==> src/sdmc_pkg.sv <==
// Package for the SD mode configuration register bank.
// Assumes an 8-bit sub-address register port from the serial MPU interface.
package sdmc_pkg;
    localparam logic [7:0] ADDR_STD_FILTER = 8'h80;
    localparam logic [7:0] ADDR_OUT_OPTION = 8'h82;
    localparam logic [7:0] ADDR_LVL_VBI_CC = 8'h83;
    localparam logic [7:0] RST_STD_FILTER = 8'h10;
    localparam logic [7:0] RST_OUT_OPTION = 8'h0B;
    localparam logic [7:0] RST_LVL_VBI_CC = 8'h04;
    localparam logic [7:0] MASK_LVL_VBI_CC = 8'h7F;
    localparam int NUM_REGS = 3;
    // Register 0x80 fields
    localparam int POS_STANDARD = 0;
    localparam int POS_LUMA_FILT = 2;
    localparam int POS_CHROMA_FILT = 5;
    // Register 0x82 fields
    localparam int POS_PRPB_AAF = 0;
    localparam int POS_DAC_OUT1 = 1;
    localparam int POS_DAC_OUT2 = 2;
    localparam int POS_SETUP = 3;
    localparam int POS_SQUARE_PIX = 4;
    localparam int POS_TRICK_SYNC = 5;
    localparam int POS_PIX_VALID = 6;
    localparam int POS_EDGE_CTRL = 7;
    // Register 0x83 fields
    localparam int POS_YPRPB_PED = 0;
    localparam int POS_Y_LEVEL = 1;
    localparam int POS_PRPB_LEVEL = 2;
    localparam int POS_VBI_PASS = 4;
    localparam int POS_CC_FIELD = 5;
    // Caption field codes
    localparam logic [1:0] CC_OFF = 2'h0;
    localparam logic [1:0] CC_ODD = 2'h1;
    localparam logic [1:0] CC_EVEN = 2'h2;
    localparam logic [1:0] CC_BOTH = 2'h3;
    // Colour-difference swing codes
    localparam logic [1:0] LVL_BY_STD = 2'h0;
    localparam logic [1:0] LVL_700 = 2'h1;
    localparam logic [1:0] LVL_1000 = 2'h2;
    localparam logic [1:0] LVL_648 = 2'h3;
    localparam logic [1:0] STD_NTSC = 2'h0;

    typedef struct packed {
        logic [1:0] standard;
        logic [2:0] luma_filter;
        logic [2:0] chroma_filter;
        logic prpb_antialias;
        logic dac_out1;
        logic dac_out2;
        logic composite_setup_offset;
        logic square_pixel;
        logic tape_trick_play_sync;
        logic pixel_valid_en;
        logic edge_ctrl_en;
        logic yprpb_pedestal;
        logic y_level_714;
        logic [1:0] prpb_level;
        logic prpb_swing_1000;
        logic blanking_interval_passthrough;
        logic caption_insert;
    } sdmc_cfg_t;
endpackage : sdmc_pkg

==> src/sdmc_reg_mem.sv <==
// Small register store for the SD mode bank, registered read data.
// Assumes single-cycle write strobe and index already decoded.
`timescale 1ns/10ps
module sdmc_reg_mem (
    input wire logic ref_clk_i,
    input wire logic rst_i,
    input wire logic wr_en_i,
    input wire logic [1:0] wr_idx_i,
    input wire logic [7:0] wr_data_i,
    input wire logic [1:0] rd_idx_i,
    output logic [7:0] rd_data_o,
    output logic [23:0] all_o
);
    typedef struct packed {
        logic [2:0][7:0] mem;
        logic [7:0] rd_data;
    } sdmc_mem_state_t;

    sdmc_mem_state_t state;
    sdmc_mem_state_t next_state;

    always_comb begin
        next_state = state;
        if (wr_en_i && wr_idx_i < 2'h3) begin
            next_state.mem[wr_idx_i] = wr_data_i;
        end
        // Index 3 is unmapped and reads zero
        next_state.rd_data = (rd_idx_i < 2'h3) ? state.mem[rd_idx_i] : 8'h00;
    end

    always_ff @(posedge ref_clk_i or posedge rst_i) begin
        if (rst_i) begin
            state.mem <= {sdmc_pkg::RST_LVL_VBI_CC, sdmc_pkg::RST_OUT_OPTION, sdmc_pkg::RST_STD_FILTER};
            state.rd_data <= 8'h00;
        end else begin
            state <= next_state;
        end
    end

    assign rd_data_o = state.rd_data;
    assign all_o = state.mem;
endmodule : sdmc_reg_mem

==> src/sdmc_regs.sv <==
// SD mode configuration register bank (sub-addresses 0x80, 0x82, 0x83).
// Assumes the serial MPU port delivers decoded sub-address, data and strobes
// synchronous to ref_clk_i; field_odd_i comes from the timing generator.
`timescale 1ns/10ps
// Notes on behaviour
// Caption field bits 6:5: off, odd only, even only, both fields.
// Register 0x83 bit 0 adds 7.5 IRE pedestal on component outputs.
// Colour-difference swing: by standard, 700, 1000 or 648 mV p-p.
// Register 0x82 bit 4 selects square-pixel timing, else normal timing.
// Register 0x82 bit 6 enables pixel-data-valid handling; off after reset.
// Register 0x82 bit 7 enables active-video edge shaping.
// Software avoids reserved filter codes and reserved top bit of 0x83.
module sdmc_regs (
    input wire logic ref_clk_i,
    input wire logic rst_i,
    input wire logic [7:0] sub_addr_i,
    input wire logic [7:0] wr_data_i,
    input wire logic wr_i,
    input wire logic rd_i,
    input wire logic field_odd_i,
    output logic [7:0] rd_data_o,
    output logic rd_valid_o,
    output sdmc_pkg::sdmc_cfg_t cfg_o
);
    typedef struct packed {
        logic rd_valid;
        sdmc_pkg::sdmc_cfg_t cfg;
    } sdmc_state_t;

    sdmc_state_t state;
    sdmc_state_t next_state;
    logic [23:0] regs;
    logic [7:0] mem_rd;
    logic [1:0] wr_idx;
    logic [1:0] rd_idx;
    logic [7:0] wr_val;
    logic [7:0] r0;
    logic [7:0] r2;
    logic [7:0] r3;

    function automatic logic [1:0] addr_index(input logic [7:0] a);
        case (a)
            sdmc_pkg::ADDR_STD_FILTER: addr_index = 2'h0;
            sdmc_pkg::ADDR_OUT_OPTION: addr_index = 2'h1;
            sdmc_pkg::ADDR_LVL_VBI_CC: addr_index = 2'h2;
            default: addr_index = 2'h3;
        endcase
    endfunction : addr_index

    always_comb begin
        wr_idx = addr_index(sub_addr_i);
        rd_idx = addr_index(sub_addr_i);
        // Reserved top bit of 0x83 held at zero
        wr_val = (wr_idx == 2'h2) ? (wr_data_i & sdmc_pkg::MASK_LVL_VBI_CC) : wr_data_i;
    end

    sdmc_reg_mem u_mem (
        .ref_clk_i(ref_clk_i),
        .rst_i(rst_i),
        .wr_en_i(wr_i),
        .wr_idx_i(wr_idx),
        .wr_data_i(wr_val),
        .rd_idx_i(rd_idx),
        .rd_data_o(mem_rd),
        .all_o(regs)
    );

    assign r0 = regs[7:0];
    assign r2 = regs[15:8];
    assign r3 = regs[23:16];

    always_comb begin
        next_state = state;
        next_state.rd_valid = rd_i;
        next_state.cfg.standard = r0[sdmc_pkg::POS_STANDARD +: 2];
        next_state.cfg.luma_filter = r0[sdmc_pkg::POS_LUMA_FILT +: 3];
        next_state.cfg.chroma_filter = r0[sdmc_pkg::POS_CHROMA_FILT +: 3];
        next_state.cfg.prpb_antialias = r2[sdmc_pkg::POS_PRPB_AAF];
        next_state.cfg.dac_out1 = r2[sdmc_pkg::POS_DAC_OUT1];
        next_state.cfg.dac_out2 = r2[sdmc_pkg::POS_DAC_OUT2];
        next_state.cfg.composite_setup_offset = r2[sdmc_pkg::POS_SETUP];
        next_state.cfg.square_pixel = r2[sdmc_pkg::POS_SQUARE_PIX];
        next_state.cfg.tape_trick_play_sync = r2[sdmc_pkg::POS_TRICK_SYNC];
        next_state.cfg.pixel_valid_en = r2[sdmc_pkg::POS_PIX_VALID];
        next_state.cfg.edge_ctrl_en = r2[sdmc_pkg::POS_EDGE_CTRL];
        next_state.cfg.yprpb_pedestal = r3[sdmc_pkg::POS_YPRPB_PED];
        next_state.cfg.y_level_714 = r3[sdmc_pkg::POS_Y_LEVEL];
        next_state.cfg.prpb_level = r3[sdmc_pkg::POS_PRPB_LEVEL +: 2];
        // Default swing follows the colour standard
        case (r3[sdmc_pkg::POS_PRPB_LEVEL +: 2])
            sdmc_pkg::LVL_BY_STD: next_state.cfg.prpb_swing_1000 =
                (r0[sdmc_pkg::POS_STANDARD +: 2] == sdmc_pkg::STD_NTSC);
            sdmc_pkg::LVL_1000: next_state.cfg.prpb_swing_1000 = 1'b1;
            default: next_state.cfg.prpb_swing_1000 = 1'b0;
        endcase
        next_state.cfg.blanking_interval_passthrough = r3[sdmc_pkg::POS_VBI_PASS];
        case (r3[sdmc_pkg::POS_CC_FIELD +: 2])
            sdmc_pkg::CC_ODD: next_state.cfg.caption_insert = field_odd_i;
            sdmc_pkg::CC_EVEN: next_state.cfg.caption_insert = !field_odd_i;
            sdmc_pkg::CC_BOTH: next_state.cfg.caption_insert = 1'b1;
            default: next_state.cfg.caption_insert = 1'b0;
        endcase
    end

    always_ff @(posedge ref_clk_i or posedge rst_i) begin
        if (rst_i) begin
            state <= '0;
        end else begin
            state <= next_state;
        end
    end

    assign rd_data_o = mem_rd;
    assign rd_valid_o = state.rd_valid;
    assign cfg_o = state.cfg;
endmodule : sdmc_regs

==> config.mk <==
export PLATFORM = sky130hd
export DESIGN_NAME = sdmc_regs
export DESIGN_NICKNAME = d
export VERILOG_FILES = /design/src/sdmc_pkg.sv /design/src/sdmc_reg_mem.sv /design/src/sdmc_regs.sv
export SDC_FILE = /design/constraint.sdc
export NUM_CORES = 1
export LEC_CHECK = 0
export BUFFER_PORTS_ARGS = -buffer_cell sky130_fd_sc_hd__buf_2
export CAP_MARGIN = 20
export CORE_MARGIN = 2
export CORE_UTILIZATION = 55
export DETAILED_ROUTE_END_ITERATION = 16
export PLACE_DENSITY = 0.9
export SETUP_SLACK_MARGIN = 0.1
export SLEW_MARGIN = 20
export SYNTH_ARGS = -nofsm -noshare
export SYNTH_HDL_FRONTEND = slang
export SYNTH_HIERARCHICAL = 1
export SYNTH_SLANG_ARGS = --single-unit
==> constraint.sdc <==
create_clock -name ref_clk_i -period 2.7 [get_ports ref_clk_i]
set_clock_uncertainty 0.15 [all_clocks]
set_input_delay 0.54 -clock ref_clk_i [delete_from_list [all_inputs] [get_ports ref_clk_i]]
set_output_delay 0.54 -clock ref_clk_i [all_outputs]
set_load 0.02 [all_outputs]
After elaboration in Yosys (flattened, before gate mapping)
Index checks and enable logic that the tools add are counted.

cells by class
  equality and inequality tests = 8
  order comparisons = 3
  mux-type cells = 10
  reductions and logical operators = 5

operators by type and width
  cell                                                                number
  two-way mux 8 bit                                                   4
  bitwise mux 24 bit                                                  1
  equality test 8 bit (second input constant)                         3
  binary-select mux 8 bit (select 2 bit)                              1
  demux 8 bit (select 2 bit)                                          1
  equality test 2 bit (second input constant)                         4
  case mux 2 bit (3 select lines)                                     1
  zero test 2 bit                                                     2
  < comparator 2 x 3 -> 1 bit (second input constant)                 1
  case mux 1 bit (3 select lines)                                     1
  equality test 2 x 1 -> 1 bit (second input constant)                1
  greater-or-equal comparator 2 x 1 -> 1 bit (second input constant)  1
  logical AND 1 bit                                                   2
  < comparator 2 bit (second input constant)                          1
  case mux 1 bit (2 select lines)                                     1
  zero test 1 bit                                                     1

storage, ports and cells
  output and inout port bits = 32
  register bits after elaboration = 56
  input bits = 21
  word-level logic and storage cells = 48

Logic depth before layout (Yosys ltp)
  depth in word-level cells = 7
  gate-level depth with buffers = 6
  mapped depth without buffers = 4

Cells and area by module
The synthesis kept the hierarchy.

by module, submodules not included
  module        instances  cells each  seq. area each (um^2)  area each (um^2)
  sdmc_reg_mem  1          80          807.0                  1293.7
  sdmc_regs     1          35          600.6                  690.7

Worst setup path after synthesis
OpenSTA, ideal clock, no wires.

  path kind = input port to flip-flop
  start = input port sub_addr_i[5]
  end = register u_mem.state, in the netlist u_mem/all_o[0]
  library setup time = 0.125 ns
  data arrival time = 1.780 ns
  required time = 2.425 ns
  cell stages on the path = 4
  buffers on the path = 0
  slack = 0.646 ns
  path through = nor4b_4 nand3_1 nor3b_4 mux2_2

between the ends
  longest elaborated chain between the ends = 7
  elaborated cells between the ends (all ways) = 12
  classes of those cells = order compare (3); eq/ne (3); mux (4); reduce/logical (2)

ends and longest elaborated chain
  element                                                                                                                 RTL line            RTL
  start: declaration                                                                                                      sdmc_regs.sv:16     input wire logic [7:0] sub_addr_i,
  equality test 8 bit                                                                                                     --
  case mux 2 bit (3 select lines) (*)                                                                                     --
  net rd_idx[0]                                                                                                           sdmc_regs.sv:35     logic [1:0] rd_idx;
  < comparator 2 x 3 -> 1 bit (not written as such) / greater-or-equal comparator 2 x 1 -> 1 bit (equally long branches)  sdmc_reg_mem.sv:25  next_state.mem[wr_idx_i] = wr_data_i;
  logical AND 1 bit (not written as such)                                                                                 sdmc_reg_mem.sv:25
  two-way mux 8 bit (not written as such)                                                                                 sdmc_reg_mem.sv:25
  demux 8 bit (select 2 bit)                                                                                              --
  bitwise mux 24 bit                                                                                                      sdmc_reg_mem.sv:25
  end signal: assignment                                                                                                  sdmc_reg_mem.sv:36  state <= next_state;
  end: declaration                                                                                                        sdmc_reg_mem.sv:19  sdmc_mem_state_t state;

The timed path passes the listed nets; every way through them passes the cells marked *.
A chain may end at the register's enable or synchronous reset.

Final worst setup path
  start = input port sub_addr_i[5]
  end = register u_mem.state, in the netlist u_mem/all_o[3]

The elaborated chain is that of the path after synthesis.

==> reports/metrics.cfg <==
[power]
clock_power_share_pct=26.1
irDropWorstVdd_uv=281
leakage_nw=1.33
p_int_mw=1.06
swShare_pct=23.8
switchingPower_uw=331
seq_power_share_pct=64.9
powerDensity_nw_per_um2=584
pwr-share-comb_pct=8.9

[synth]
synth_seq_cells=56
synthTopCellsByArea=dfrtp_1 (64%), mux2_2 (14%), dfstp_2 (6.6%)
seq_area_frac_synth_pct=70.9
synthesis.area_sq_um=1980
netlist.area_leader.share_pct=64.3
synthDistinctLibCells=17
synth_largest_area_cell=dfrtp_1
synth_area_per_cell_sq_um=17.3
synth_cells=115
syn-num-nets=136
ys_warn_count=6

[setup_path]
crit_path_end_kind=register
cp.arrival_ns=2.06
path_delay_family=simple AND/OR/NAND/NOR gates
path_cells=buf_2 -> nor4b_4 -> nand3b_1 -> nor3b_4 -> mux2_2
critPathSlowestCell=nor3b_4
start_kind=input pin
critical_path_required_ns=2.82
critPathBufInv=1
worstSetupPathType=input pin to register
crit_fanout=8
cp_slowest_stage_delay_ns=0.46

[drt]
vias_per_cell=5.32
postRouteWirelength_mm=3.68
drtPass1Iterations=3
wl_per_cell_um=16.5
drt_iter0_drc=22
ant_nets=0
vias=1186
drc=0

[layout]
fin_nets=197
finalInstanceArea_sq_um=2390
layout_commonest_cell=buf_2
final_cell_mix=buf_2 (52), dfrtp_1 (51), mux2_2 (25)
final_core_util_pct=70.4
layout-drive-gt1-share_pct=55.9
insertedDiodeCount=0
area_growth_pct=20.3

[placed_design]
gp_congestion=0.773
placed_area_sq_um=2320
place_ws_ns=0.358
io_buffers=52
hpwlAfterDp_mm=2.72

[floorplan]
start_util_pct=58.5
die_y_um=64.1
dieArea_sq_um=4100
num_rows=21
die_w_um=64.1
ios=53
core_sq_um=3390

[status]
status=completed

[timing]
period_share_pct=71.9
relSlewSlack_pct=39.5
hold_viol=0
setup_viol_count_final=0
setup-tns-final_ns=0
layout_setup_ws_ns=0.758
rsz0062_at_grt=no
hold_slack_ns=0.114
tightestPinTransition_ns=0.907
finalWorstPathRequiredPeriod_ns=1.94
final_max_slew_viol_count=0
max_freq_mhz=515

[cts]
cts_sinks=56
clkSlewWorstSetupHoldPaths_ns=0.14
clock_latency_ns=0.37
clk_path_buf_depth=2
cts.repair.resized=0
ctsHoldBuffers=0
cts_max_level=2
clockRootBuffer=clkbuf_4
cts_setup_buffers=0
cts_made_buffers=5
cts_tree=yes

[global_routing]
grt_pass1_vias=1268
grt_pass1_wl_mm=6.08
grt_max_degree=25
track_usage_pct=20.6
antenna_found_initial=0
overflow=0

[flow_run]
cap_violations=0

[hold_path]
hold_class=input pin to register

## cells in the mapped netlist
library cell and count:
a41oi_1 1, buf_2 3, dfrtp_1 51, dfstp_2 5
inv_1 3, mux2_2 25, mux2i_1 8, nand3_1 1
nand3b_1 1, nand3b_2 2, nor2_1 2, nor2b_1 1
nor3b_4 1, nor4b_4 1, o21ba_2 1, o2bb2ai_1 8
xnor2_1 1
## through the flow
stage          total power [mW]  instances
3_5_place_dp               1.05        215
3_3_place_gp               1.04        215
5_1_grt                    1.47        223
6_report                   1.39        223
2_1_floorplan             0.988        115
4_1_cts                    1.41        223
## registers in the layout, summed over array words and instances, names as in the netlist
signal,cells
u_mem/all_o,24
u_mem/rd_data_o,8
cfg_o,23
rd_valid_o,1
## layout make-up
| class | instances | area, sq um |
|---|---|---|
| Clock buffer | 7 | 55.1 |
| Clock inverter | 1 | 7.51 |
| Fill cell | 229 | 1000 |
| Inverter | 3 | 11.3 |
| Multi-Input combinational cell | 53 | 551 |
| Sequential cell | 56 | 1410 |
| Tap cell | 46 | 57.6 |
| Timing Repair Buffer | 57 | 298 |
## final timing paths
check | startpoint | to | slack, ns | cells after the start
min in group asynchronous | rst_i | u_mem/rd_data_o[6]$_DFF_PP0_ | 0.19 | 2
setup reg to reg | u_mem/all_o[18]$_DFFE_PP1P_ | u_mem/rd_data_o[2]$_DFF_PP0_ | 1.68 | 2
hold / removal | rd_i | rd_valid_o$_DFF_PP0_ | 0.11 | 1
setup / recovery | sub_addr_i[5] | u_mem/all_o[3]$_DFFE_PP0P_ | 0.76 | 5
max in group asynchronous | rst_i | u_mem/rd_data_o[3]$_DFF_PP0_ | 1.58 | 3
hold reg to reg | u_mem/all_o[12]$_DFFE_PP0P_ | cfg_o[10]$_DFF_PP0_ | 0.26 | 0
## kinds of logic (layout without fill, tap and decap cells)
family,after synthesis,count (layout),share of synthesized area [%]
buf+inv,6,68,1.32
flops,56,56,70.9
mux,33,33,18.2
xor+xnor,1,1,0.441
simple gates,9,9,4.60
compound gates,10,10,4.48
## power groups by stage
| stage | sequential, mW | combinational (mW) | clock (mW) |
|---|---|---|---|
| 6_report | 0.905 | 0.125 | 0.365 |
| 2_1_floorplan | 0.942 | 0.0463 | 0 |
| 4_1_cts | 0.905 | 0.127 | 0.373 |
| 3_5_place_dp | 0.921 | 0.126 | 0 |
| 3_3_place_gp | 0.917 | 0.122 | 0 |
| 5_1_grt | 0.910 | 0.136 | 0.421 |
## layer usage
layer / global-route usage [%] / part of all wire (%)
met4: 10.6 / 2.7
met3: 6.34 / 5.6
met1: 23.2 / 39
met2: 35.0 / 53
met5: 0 / 0
Power figures use the tool's default switching activity.
